<file path="config.mk">
export PLATFORM = sky130hd
export DESIGN_NAME = ttrx_status
export DESIGN_NICKNAME = d
export VERILOG_FILES = /design/src/ttrx_status.v
export VERILOG_INCLUDE_DIRS = /design/src
export SDC_FILE = /design/constraint.sdc
export NUM_CORES = 1
export LEC_CHECK = 0
export BUFFER_PORTS_ARGS = -buffer_cell sky130_fd_sc_hd__buf_2
export CAP_MARGIN = 20
export CORE_MARGIN = 2
export CORE_UTILIZATION = 36
export CTS_BUF_LIST = sky130_fd_sc_hd__clkbuf_4 sky130_fd_sc_hd__clkbuf_8
export CTS_CLUSTER_DIAMETER = 50
export DETAILED_ROUTE_END_ITERATION = 8
export PLACE_DENSITY_LB_ADDON = 0.08
export RECOVER_POWER = 50
export SETUP_SLACK_MARGIN = 0.1
export SLEW_MARGIN = 25
export SYNTH_ARGS = -nofsm -noshare
export SYNTH_HDL_FRONTEND = slang
export SYNTH_SLANG_ARGS = --single-unit
</file>
<file path="constraint.sdc">
create_clock -name i_ref_clk -period 34.8 [get_ports i_ref_clk]
set_clock_uncertainty 0.15 [all_clocks]
set_input_delay 3.48 -clock i_ref_clk [delete_from_list [all_inputs] [get_ports i_ref_clk]]
set_output_delay 3.48 -clock i_ref_clk [all_outputs]
set_load 0.05 [all_outputs]
</file>
<file path="src/ttrx_defs.vh">
// Register offsets, field positions, reset values and counts for the trail trace receive status block
`ifndef TTRX_DEFS_VH
`define TTRX_DEFS_VH

// ----------------------------------------------------------------
// Register offsets
// ----------------------------------------------------------------
`define TTRX_ADDR_W 8
`define TTRX_OFF_LIVE_STATUS 8'hF4
`define TTRX_OFF_LATCHED 8'hF6
`define TTRX_OFF_IRQ_EN 8'hF8
`define TTRX_OFF_PTRS 8'hF2
`define TTRX_OFF_RX_IDENT 8'hFC
`define TTRX_OFF_EXP_IDENT 8'hFE
`define TTRX_OFF_CTRL 8'hF0

// ----------------------------------------------------------------
// Field positions
// ----------------------------------------------------------------
`define TTRX_BIT_CHANGE 3
`define TTRX_BIT_MISMATCH 2
`define TTRX_BIT_UNSTABLE 1
`define TTRX_BIT_IDLE 0
`define TTRX_BIT_GLOBAL_EN 0
`define TTRX_EXP_PTR_LSB 8

// ----------------------------------------------------------------
// Reset values and counts
// ----------------------------------------------------------------
`define TTRX_IRQ_EN_RST 4'h0
`define TTRX_IDLE_COUNT 3'h5
`define TTRX_UNSTABLE_COUNT 4'h8

`endif

</file>
<file path="src/ttrx_status.v">
// Trail trace receive identifier monitor with status, interrupt and identifier access registers
`timescale 1ns/1ps
`include "ttrx_defs.vh"
module ttrx_status #(
    parameter IDENT_BYTES = 16,
    parameter PTR_W = 4
) (
    input wire i_ref_clk,
    input wire i_rst_n,
    input wire [7:0] i_addr,
    input wire [15:0] i_wdata,
    input wire i_wr,
    input wire i_rd,
    output reg [15:0] o_rdata,
    input wire [7:0] i_line_byte,
    input wire i_line_valid,
    input wire i_line_ident_start,
    output wire o_irq
);

// ----------------------------------------------------------------
// Helpers
// ----------------------------------------------------------------
// One step of a byte pointer; its width equals the store depth, so Fh rolls over to 0h
function [PTR_W-1:0] ptr_step;
    input [PTR_W-1:0] ptr;
    begin
        ptr_step = ptr + {{(PTR_W-1){1'b0}}, 1'b1};
    end
endfunction

function bus_hit;
    input strobe;
    input [7:0] addr;
    input [7:0] offset;
    begin
        bus_hit = strobe & (addr == offset);
    end
endfunction

// ----------------------------------------------------------------
// Reset release and line input synchronisers
// ----------------------------------------------------------------
reg [1:0] rst_sync_ff;
wire rst_n;
reg [7:0] byte_s1_ff;
reg [7:0] byte_s2_ff;
reg valid_s1_ff;
reg valid_s2_ff;
reg start_s1_ff;
reg start_s2_ff;
reg valid_d_ff;
reg valid_d2_ff;
wire byte_take;

// Reset drops at once but leaves on the clock, two flops after the pin
always @(posedge i_ref_clk or negedge i_rst_n) begin
    if (!i_rst_n) begin
        rst_sync_ff <= 2'h0;
    end else begin
        rst_sync_ff <= {rst_sync_ff[0], 1'b1};
    end
end
assign rst_n = rst_sync_ff[1];

// Line strobes come from outside this clock, so they are synchronised; only valid is edge-detected, after stage two
always @(posedge i_ref_clk or negedge rst_n) begin
    if (!rst_n) begin
        byte_s1_ff <= 8'h00;
        byte_s2_ff <= 8'h00;
        valid_s1_ff <= 1'b0;
        valid_s2_ff <= 1'b0;
        start_s1_ff <= 1'b0;
        start_s2_ff <= 1'b0;
        valid_d_ff <= 1'b0;
        valid_d2_ff <= 1'b0;
    end else begin
        byte_s1_ff <= i_line_byte;
        byte_s2_ff <= byte_s1_ff;
        valid_s1_ff <= i_line_valid;
        valid_s2_ff <= valid_s1_ff;
        start_s1_ff <= i_line_ident_start;
        start_s2_ff <= start_s1_ff;
        valid_d_ff <= valid_s2_ff;
        valid_d2_ff <= valid_d_ff;
    end
end
// Take one cycle after the strobe settles, so a byte bit that resolved late has reached stage two too
assign byte_take = valid_d_ff & ~valid_d2_ff;

// ----------------------------------------------------------------
// Identifier stores
// ----------------------------------------------------------------
reg [7:0] rx_ident_ff [0:IDENT_BYTES-1];
reg [7:0] exp_ident_ff [0:IDENT_BYTES-1];
reg [7:0] asm_ff [0:IDENT_BYTES-1];
reg [7:0] last_ff [0:IDENT_BYTES-1];
reg [PTR_W-1:0] asm_ptr_ff;
reg asm_run_ff;
reg [PTR_W-1:0] rx_ident_byte_ptr_ff;
reg [PTR_W-1:0] expected_ident_byte_ptr_ff;
reg ident_done;
reg asm_zero;
reg asm_eq_last;
reg asm_eq_cur;
reg ident_mismatch;
integer i;
integer n;
integer m;

// Ident complete when the last byte of a frame is taken
always @* begin
    ident_done = byte_take & asm_run_ff & (asm_ptr_ff == IDENT_BYTES - 1);
end

// Compare the assembled frame, with the final byte coming straight from the line
always @* begin
    asm_zero = (byte_s2_ff == 8'h00);
    asm_eq_last = (byte_s2_ff == last_ff[IDENT_BYTES-1]);
    asm_eq_cur = (byte_s2_ff == rx_ident_ff[IDENT_BYTES-1]);
    ident_mismatch = 1'b0;
    for (i = 0; i < IDENT_BYTES; i = i + 1) begin
        if (rx_ident_ff[i] != exp_ident_ff[i]) begin
            ident_mismatch = 1'b1;
        end
        if (i < IDENT_BYTES - 1) begin
            if (asm_ff[i] != 8'h00) begin
                asm_zero = 1'b0;
            end
            if (asm_ff[i] != last_ff[i]) begin
                asm_eq_last = 1'b0;
            end
            if (asm_ff[i] != rx_ident_ff[i]) begin
                asm_eq_cur = 1'b0;
            end
        end
    end
end

// ----------------------------------------------------------------
// Persistence counters and live status
// ----------------------------------------------------------------
reg [2:0] zero_cnt_ff;
reg [3:0] unstab_cnt_ff;
reg ident_idle_live_ff;
reg ident_unstable_live_ff;
reg ident_mismatch_live_ff;
reg ident_change_pulse_ff;
reg idle_prev_ff;
reg unstab_prev_ff;
reg mism_prev_ff;
wire asm_differs_cur;

assign asm_differs_cur = ~asm_eq_cur;

always @(posedge i_ref_clk or negedge rst_n) begin
    if (!rst_n) begin
        zero_cnt_ff <= 3'h0;
        unstab_cnt_ff <= 4'h0;
        ident_idle_live_ff <= 1'b0;
        ident_unstable_live_ff <= 1'b0;
        ident_mismatch_live_ff <= 1'b0;
        ident_change_pulse_ff <= 1'b0;
        asm_ptr_ff <= {PTR_W{1'b0}};
        asm_run_ff <= 1'b0;
        for (n = 0; n < IDENT_BYTES; n = n + 1) begin
            rx_ident_ff[n] <= 8'h00;
            asm_ff[n] <= 8'h00;
            last_ff[n] <= 8'h00;
        end
    end else begin
        ident_change_pulse_ff <= 1'b0;
        // Taken from the stored identifier, so one errored frame cannot toggle the mismatch
        ident_mismatch_live_ff <= ident_mismatch;
        if (byte_take) begin
            if (start_s2_ff) begin
                asm_ff[0] <= byte_s2_ff;
                asm_ptr_ff <= {{(PTR_W-1){1'b0}}, 1'b1};
                asm_run_ff <= 1'b1;
            end else if (asm_run_ff) begin
                asm_ff[asm_ptr_ff] <= byte_s2_ff;
                asm_ptr_ff <= ptr_step(asm_ptr_ff);
                if (asm_ptr_ff == IDENT_BYTES - 1) begin
                    asm_run_ff <= 1'b0;
                end
            end
        end
        if (ident_done) begin
            for (n = 0; n < IDENT_BYTES - 1; n = n + 1) begin
                last_ff[n] <= asm_ff[n];
            end
            last_ff[IDENT_BYTES-1] <= byte_s2_ff;
            // Both counters saturate, so a long run cannot wrap and drop a declared status
            if (asm_zero) begin
                if (zero_cnt_ff != `TTRX_IDLE_COUNT) begin
                    zero_cnt_ff <= zero_cnt_ff + 3'h1;
                end
                if (zero_cnt_ff == `TTRX_IDLE_COUNT - 3'h1) begin
                    ident_idle_live_ff <= 1'b1;
                end
            end else begin
                zero_cnt_ff <= 3'h0;
                ident_idle_live_ff <= 1'b0;
            end
            // A frame that repeats the previous one is accepted as the new stored identifier
            if (asm_eq_last && asm_differs_cur) begin
                for (n = 0; n < IDENT_BYTES - 1; n = n + 1) begin
                    rx_ident_ff[n] <= asm_ff[n];
                end
                rx_ident_ff[IDENT_BYTES-1] <= byte_s2_ff;
                ident_change_pulse_ff <= 1'b1;
            end
            if (!asm_eq_last && asm_differs_cur) begin
                if (unstab_cnt_ff != `TTRX_UNSTABLE_COUNT) begin
                    unstab_cnt_ff <= unstab_cnt_ff + 4'h1;
                end
                if (unstab_cnt_ff == `TTRX_UNSTABLE_COUNT - 4'h1) begin
                    ident_unstable_live_ff <= 1'b1;
                end
            end else begin
                unstab_cnt_ff <= 4'h0;
                ident_unstable_live_ff <= 1'b0;
            end
        end
    end
end

// ----------------------------------------------------------------
// Register file
// ----------------------------------------------------------------
reg [3:0] latched_ff;
reg [3:0] irq_en_ff;
reg port_global_irq_en_ff;
reg [3:0] nxt_latched;
reg [3:0] rise_evt;
wire wr_latched;
wire wr_irq_en;
wire wr_ctrl;
wire wr_ptrs;
wire wr_exp;
wire rd_rx;
wire acc_exp;

// An unmapped offset matches none of these, so writes there are dropped
assign wr_latched = bus_hit(i_wr, i_addr, `TTRX_OFF_LATCHED);
assign wr_irq_en = bus_hit(i_wr, i_addr, `TTRX_OFF_IRQ_EN);
assign wr_ctrl = bus_hit(i_wr, i_addr, `TTRX_OFF_CTRL);
assign wr_ptrs = bus_hit(i_wr, i_addr, `TTRX_OFF_PTRS);
assign wr_exp = bus_hit(i_wr, i_addr, `TTRX_OFF_EXP_IDENT);
assign rd_rx = bus_hit(i_rd, i_addr, `TTRX_OFF_RX_IDENT);
assign acc_exp = bus_hit(i_rd | i_wr, i_addr, `TTRX_OFF_EXP_IDENT);

always @* begin
    rise_evt = 4'h0;
    rise_evt[`TTRX_BIT_CHANGE] = ident_change_pulse_ff;
    rise_evt[`TTRX_BIT_MISMATCH] = ident_mismatch_live_ff & ~mism_prev_ff;
    rise_evt[`TTRX_BIT_UNSTABLE] = ident_unstable_live_ff & ~unstab_prev_ff;
    rise_evt[`TTRX_BIT_IDLE] = ident_idle_live_ff & ~idle_prev_ff;
    nxt_latched = latched_ff;
    if (wr_latched) begin
        nxt_latched = latched_ff & ~i_wdata[3:0];
    end
    // A new event in the clearing cycle survives
    nxt_latched = nxt_latched | rise_evt;
end

always @(posedge i_ref_clk or negedge rst_n) begin
    if (!rst_n) begin
        latched_ff <= 4'h0;
        irq_en_ff <= `TTRX_IRQ_EN_RST;
        port_global_irq_en_ff <= 1'b0;
        idle_prev_ff <= 1'b0;
        unstab_prev_ff <= 1'b0;
        mism_prev_ff <= 1'b0;
        rx_ident_byte_ptr_ff <= {PTR_W{1'b0}};
        expected_ident_byte_ptr_ff <= {PTR_W{1'b0}};
        o_rdata <= 16'h0000;
        for (m = 0; m < IDENT_BYTES; m = m + 1) begin
            exp_ident_ff[m] <= 8'h00;
        end
    end else begin
        latched_ff <= nxt_latched;
        idle_prev_ff <= ident_idle_live_ff;
        unstab_prev_ff <= ident_unstable_live_ff;
        mism_prev_ff <= ident_mismatch_live_ff;
        if (wr_irq_en) begin
            irq_en_ff <= i_wdata[3:0];
        end
        if (wr_ctrl) begin
            port_global_irq_en_ff <= i_wdata[`TTRX_BIT_GLOBAL_EN];
        end
        if (wr_ptrs) begin
            rx_ident_byte_ptr_ff <= i_wdata[PTR_W-1:0];
            expected_ident_byte_ptr_ff <= i_wdata[`TTRX_EXP_PTR_LSB+PTR_W-1:`TTRX_EXP_PTR_LSB];
        end else begin
            // Pointer width matches the store depth, so natural overflow gives the Fh to 0h wrap
            if (rd_rx) begin
                rx_ident_byte_ptr_ff <= ptr_step(rx_ident_byte_ptr_ff);
            end
            if (acc_exp) begin
                expected_ident_byte_ptr_ff <= ptr_step(expected_ident_byte_ptr_ff);
            end
        end
        if (wr_exp) begin
            exp_ident_ff[expected_ident_byte_ptr_ff] <= i_wdata[7:0];
        end
        // Read data stands for one cycle only and is zero otherwise
        o_rdata <= 16'h0000;
        if (i_rd) begin
            case (i_addr)
                `TTRX_OFF_CTRL: o_rdata <= {15'h0000, port_global_irq_en_ff};
                `TTRX_OFF_PTRS: o_rdata <= {4'h0, expected_ident_byte_ptr_ff, 4'h0, rx_ident_byte_ptr_ff};
                `TTRX_OFF_LIVE_STATUS: o_rdata <= {13'h0000, ident_mismatch_live_ff,
                    ident_unstable_live_ff, ident_idle_live_ff};
                `TTRX_OFF_LATCHED: o_rdata <= {12'h000, latched_ff};
                `TTRX_OFF_IRQ_EN: o_rdata <= {12'h000, irq_en_ff};
                `TTRX_OFF_RX_IDENT: o_rdata <= {8'h00, rx_ident_ff[rx_ident_byte_ptr_ff]};
                `TTRX_OFF_EXP_IDENT: o_rdata <= {8'h00, exp_ident_ff[expected_ident_byte_ptr_ff]};
                default: o_rdata <= 16'h0000;
            endcase
        end
    end
end

// Level output: it drops once software clears the serviced latched bits, their irq enable bits or the global enable
assign o_irq = port_global_irq_en_ff & (|(latched_ff & irq_en_ff));

endmodule // ttrx_status

</file>
==> impl_metrics.toml <==
[status]
violations = "capacitance limit, slew limit"
status = "finished, violations left"

[clock_tree]
clk_pin_slew_ns = 0.06
ctsHtreeMaxLevel = 3
postCtsSetupRepairBufs = 0
cts.sinks = 576
cts_hold_buf = 0
root_buffer = "clkbuf_8"
clockBufferDepth = 3
cts_buffers = 106
worstSkewPairLatency_ns = 0.74
cts_resized = 0
cts_tree = "done"

[synth]
avgSynthCellArea_um2 = 11.9
syn_area_um2 = 28700
synth_seq_cells = 576
synth-seq-area-share = 0.502
async_flop_share = 1.00
synth_area_leaders = "dfrtp_1 50%, xor2_1 11%, mux2_2 8.2%"
synth_edf_count = 0
ys_warn_count = 0
yosysUniqueCellTypes = 52
synth_cells = 2409
synth_ff_type = "dfrtp_1"
synth_largest_area_cell = "dfrtp_1"
synth.top_cell.area_share = 0.502

[placement]
gp_congestion = 0.901
port_buffers = 46
numPlacedInstances = 3435
dpl.hpwl_um = 77900
dp_slack_ns = 28.99

[drt]
wirelength_um = 105000
postRouteAntennaNets = 0
dr.pass1.iters = 5
route.vias.total = 19400
drc_errors = 0
vias_per_cell = 5.35
drt-initial-drc-count = 1643
wl_per_cell_um = 29.0

[layout]
syn_to_final_growth_pct = 12.9
instances_no_fill = 3632
layout.nets = 2548
fillers = 7544
drive_gt1_frac = 0.268

[pwr]
leakagePower_nw = 17.5
cellPowerDensity_nw_per_um2 = 61.7
ir_drop_mv = 0.0347

[timing]
max_slew_margin = -3.50
fin_ws_ns = 26.16
max_slew.worst_pin.slew_ns = 6.75
finalSetupViolations = 0
finalWorstPathRequiredPeriod_ns = 8.64
drv_slew = 542
hold_viol = 0
fin_setup_tns_ns = 0
clock.fmax_mhz = 116
rsz0062_at_grt = "no"
finalCritPeriodShare = 0.248

[floorplan]
row_count = 103
die_area_um2 = 82000
pin_count = 55
core_area_um2 = 79000
fp.dieH_um = 286
start_util = 0.363
die_w_um = 286

[global_route]
grt_pass1_vias = 19700
grt_usage = 0.259
antenna_found_initial = 3
grt_max_degree = 137
grt_pass1_wl_um = 150000
grt_overflow_total = 0

[setup_path]
crit_required_ns = 34.16
cp-start-kind = "register"
cp_max_fo = 73
cp.arrival_ns = 8.00
reg2reg_slack_ns = 26.16
critPathCaptureType = "async pin"
path_class = "reg -> async"

[run]
maxCapViolations = 9

[hold_path]
hold_path_class = "reg -> reg"
[metrics by stage]
| step | hold WS (ns) | utilization | cell area (µm²) | total power, mW |
|---|---|---|---|---|
| CTS | 0.197 | 0.410 | 32400 | 2.02 |
| finish | 0.192 | 0.410 | 32400 | 2.00 |
| global placement | 0.183 | 0.380 | 30000 | 1.30 |
| detailed placement | 0.185 | 0.381 | 30100 | 1.31 |
| global route | 0.201 | 0.410 | 32400 | 2.08 |
| floorplan | 0.181 | - | 28700 | 1.09 |
[cell families (layout without fill, tap and decap cells)]
| group | count (synthesis) | in the layout | share of synthesized area |
|---|---|---|---|
| and+or+nand+nor | 745 | 745 | 0.117 |
| DFF | 576 | 576 | 0.502 |
| muxes | 412 | 412 | 0.206 |
| xor gates and xnor gates | 386 | 386 | 0.118 |
| buffers and inverters | 142 | 311 | 0.0236 |
| AOI/OAI and AO/OA | 132 | 132 | 0.0268 |
| adders and majority gates | 14 | 14 | 0.00610 |
| other | 2 | 6 | 0.000262 |
[path summary, 6_finish.rpt]
path                                      startpoint                                   to  depth (start not counted)
max                         rst_sync_ff[1]$_DFF_PN0_  rx_ident_byte_ptr_ff[0]$_DFFE_PN0P_                          2
min                          byte_s1_ff[5]$_DFF_PN0_              byte_s2_ff[5]$_DFF_PN0_                          0
max reg2reg                 rst_sync_ff[1]$_DFF_PN0_  rx_ident_byte_ptr_ff[0]$_DFFE_PN0P_                          2
min reg2reg                  byte_s1_ff[5]$_DFF_PN0_              byte_s2_ff[5]$_DFF_PN0_                          0
max in group i_ref_clk     asm_ptr_ff[0]$_DFFE_PN0P_          rx_ident_ff[28]$_DFFE_PN0P_                          7
min in group asynchronous   rst_sync_ff[1]$_DFF_PN0_               asm_ff[17]$_DFFE_PN0P_                          0
[cell usage in the layout (no fill, tap or decap), types with 36 or more instances in the layout]
cell type	instances
o21ai_0	76
clkbuf_8	133
dfrtp_1	574
nand4_1	42
mux2_4	120
mux2_2	208
buf_2	46
xor2_1	373
nor4_1	128
nand2_1	501
buf_4	36
mux4_2	74
clkbuf_4	42
[critical path, cell delays in order (launching register included)]
cell      delay [ns]
dfrtp_1         1.05
clkbuf_1        2.99
clkbuf_1        3.11
[synth_stat cells (all sizes together), types with 12 or more instances]
cell / number
a21oi: 15
and3: 12
buf: 41
clkbuf: 77
dfrtp: 576
ha: 14
inv: 24
mux2: 328
mux4: 74
nand2: 501
nand4: 42
nor2: 21
nor4: 132
o21ai: 76
xnor2: 13
xor2: 373
[cell type report]
type | instances | area [µm²] | area share
antenna | 1 | 2.50 | 0.0000772
clock buffer | 175 | 2150 | 0.0662
clock inverter | 18 | 166 | 0.00514
inverter | 24 | 90.1 | 0.00278
multi-input combinational | 1694 | 13700 | 0.421
sequential | 576 | 14400 | 0.445
tap | 1050 | 1310 | 0.0406
timing repair buffer | 94 | 609 | 0.0188
[report_power, final]
group          internal, mW  switching (mW)  leakage (nW)
Clock                 0.403           0.301          1.22
Sequential            0.743           0.163          7.86
Combinational         0.164           0.224          8.42
Total                  1.31           0.688          17.5
[metal layers]
layer | up-vias | track usage | wire [µm]
met5 | - | 0 | 0
met1 | 10200 | 0.350 | 47100
met3 | 167 | 0.0331 | 3680
met4 | 0 | 0.100 | 4410
met2 | 452 | 0.425 | 50200
li1 | 8578 | - | -
[flip-flops by register name, summed over array words and instances, names as in the netlist, 2 cells and up]
signal / count
exp_ident_ff: 128
last_ff: 128
rx_ident_ff: 128
asm_ff: 120
o_rdata: 12
byte_s1_ff: 8
byte_s2_ff: 8
asm_ptr_ff: 4
expected_ident_byte_ptr_ff: 4
irq_en_ff: 4
latched_ff: 4
rx_ident_byte_ptr_ff: 4
unstab_cnt_ff: 4
zero_cnt_ff: 3
rst_sync_ff: 2
(Power assumes the default switching activity.)
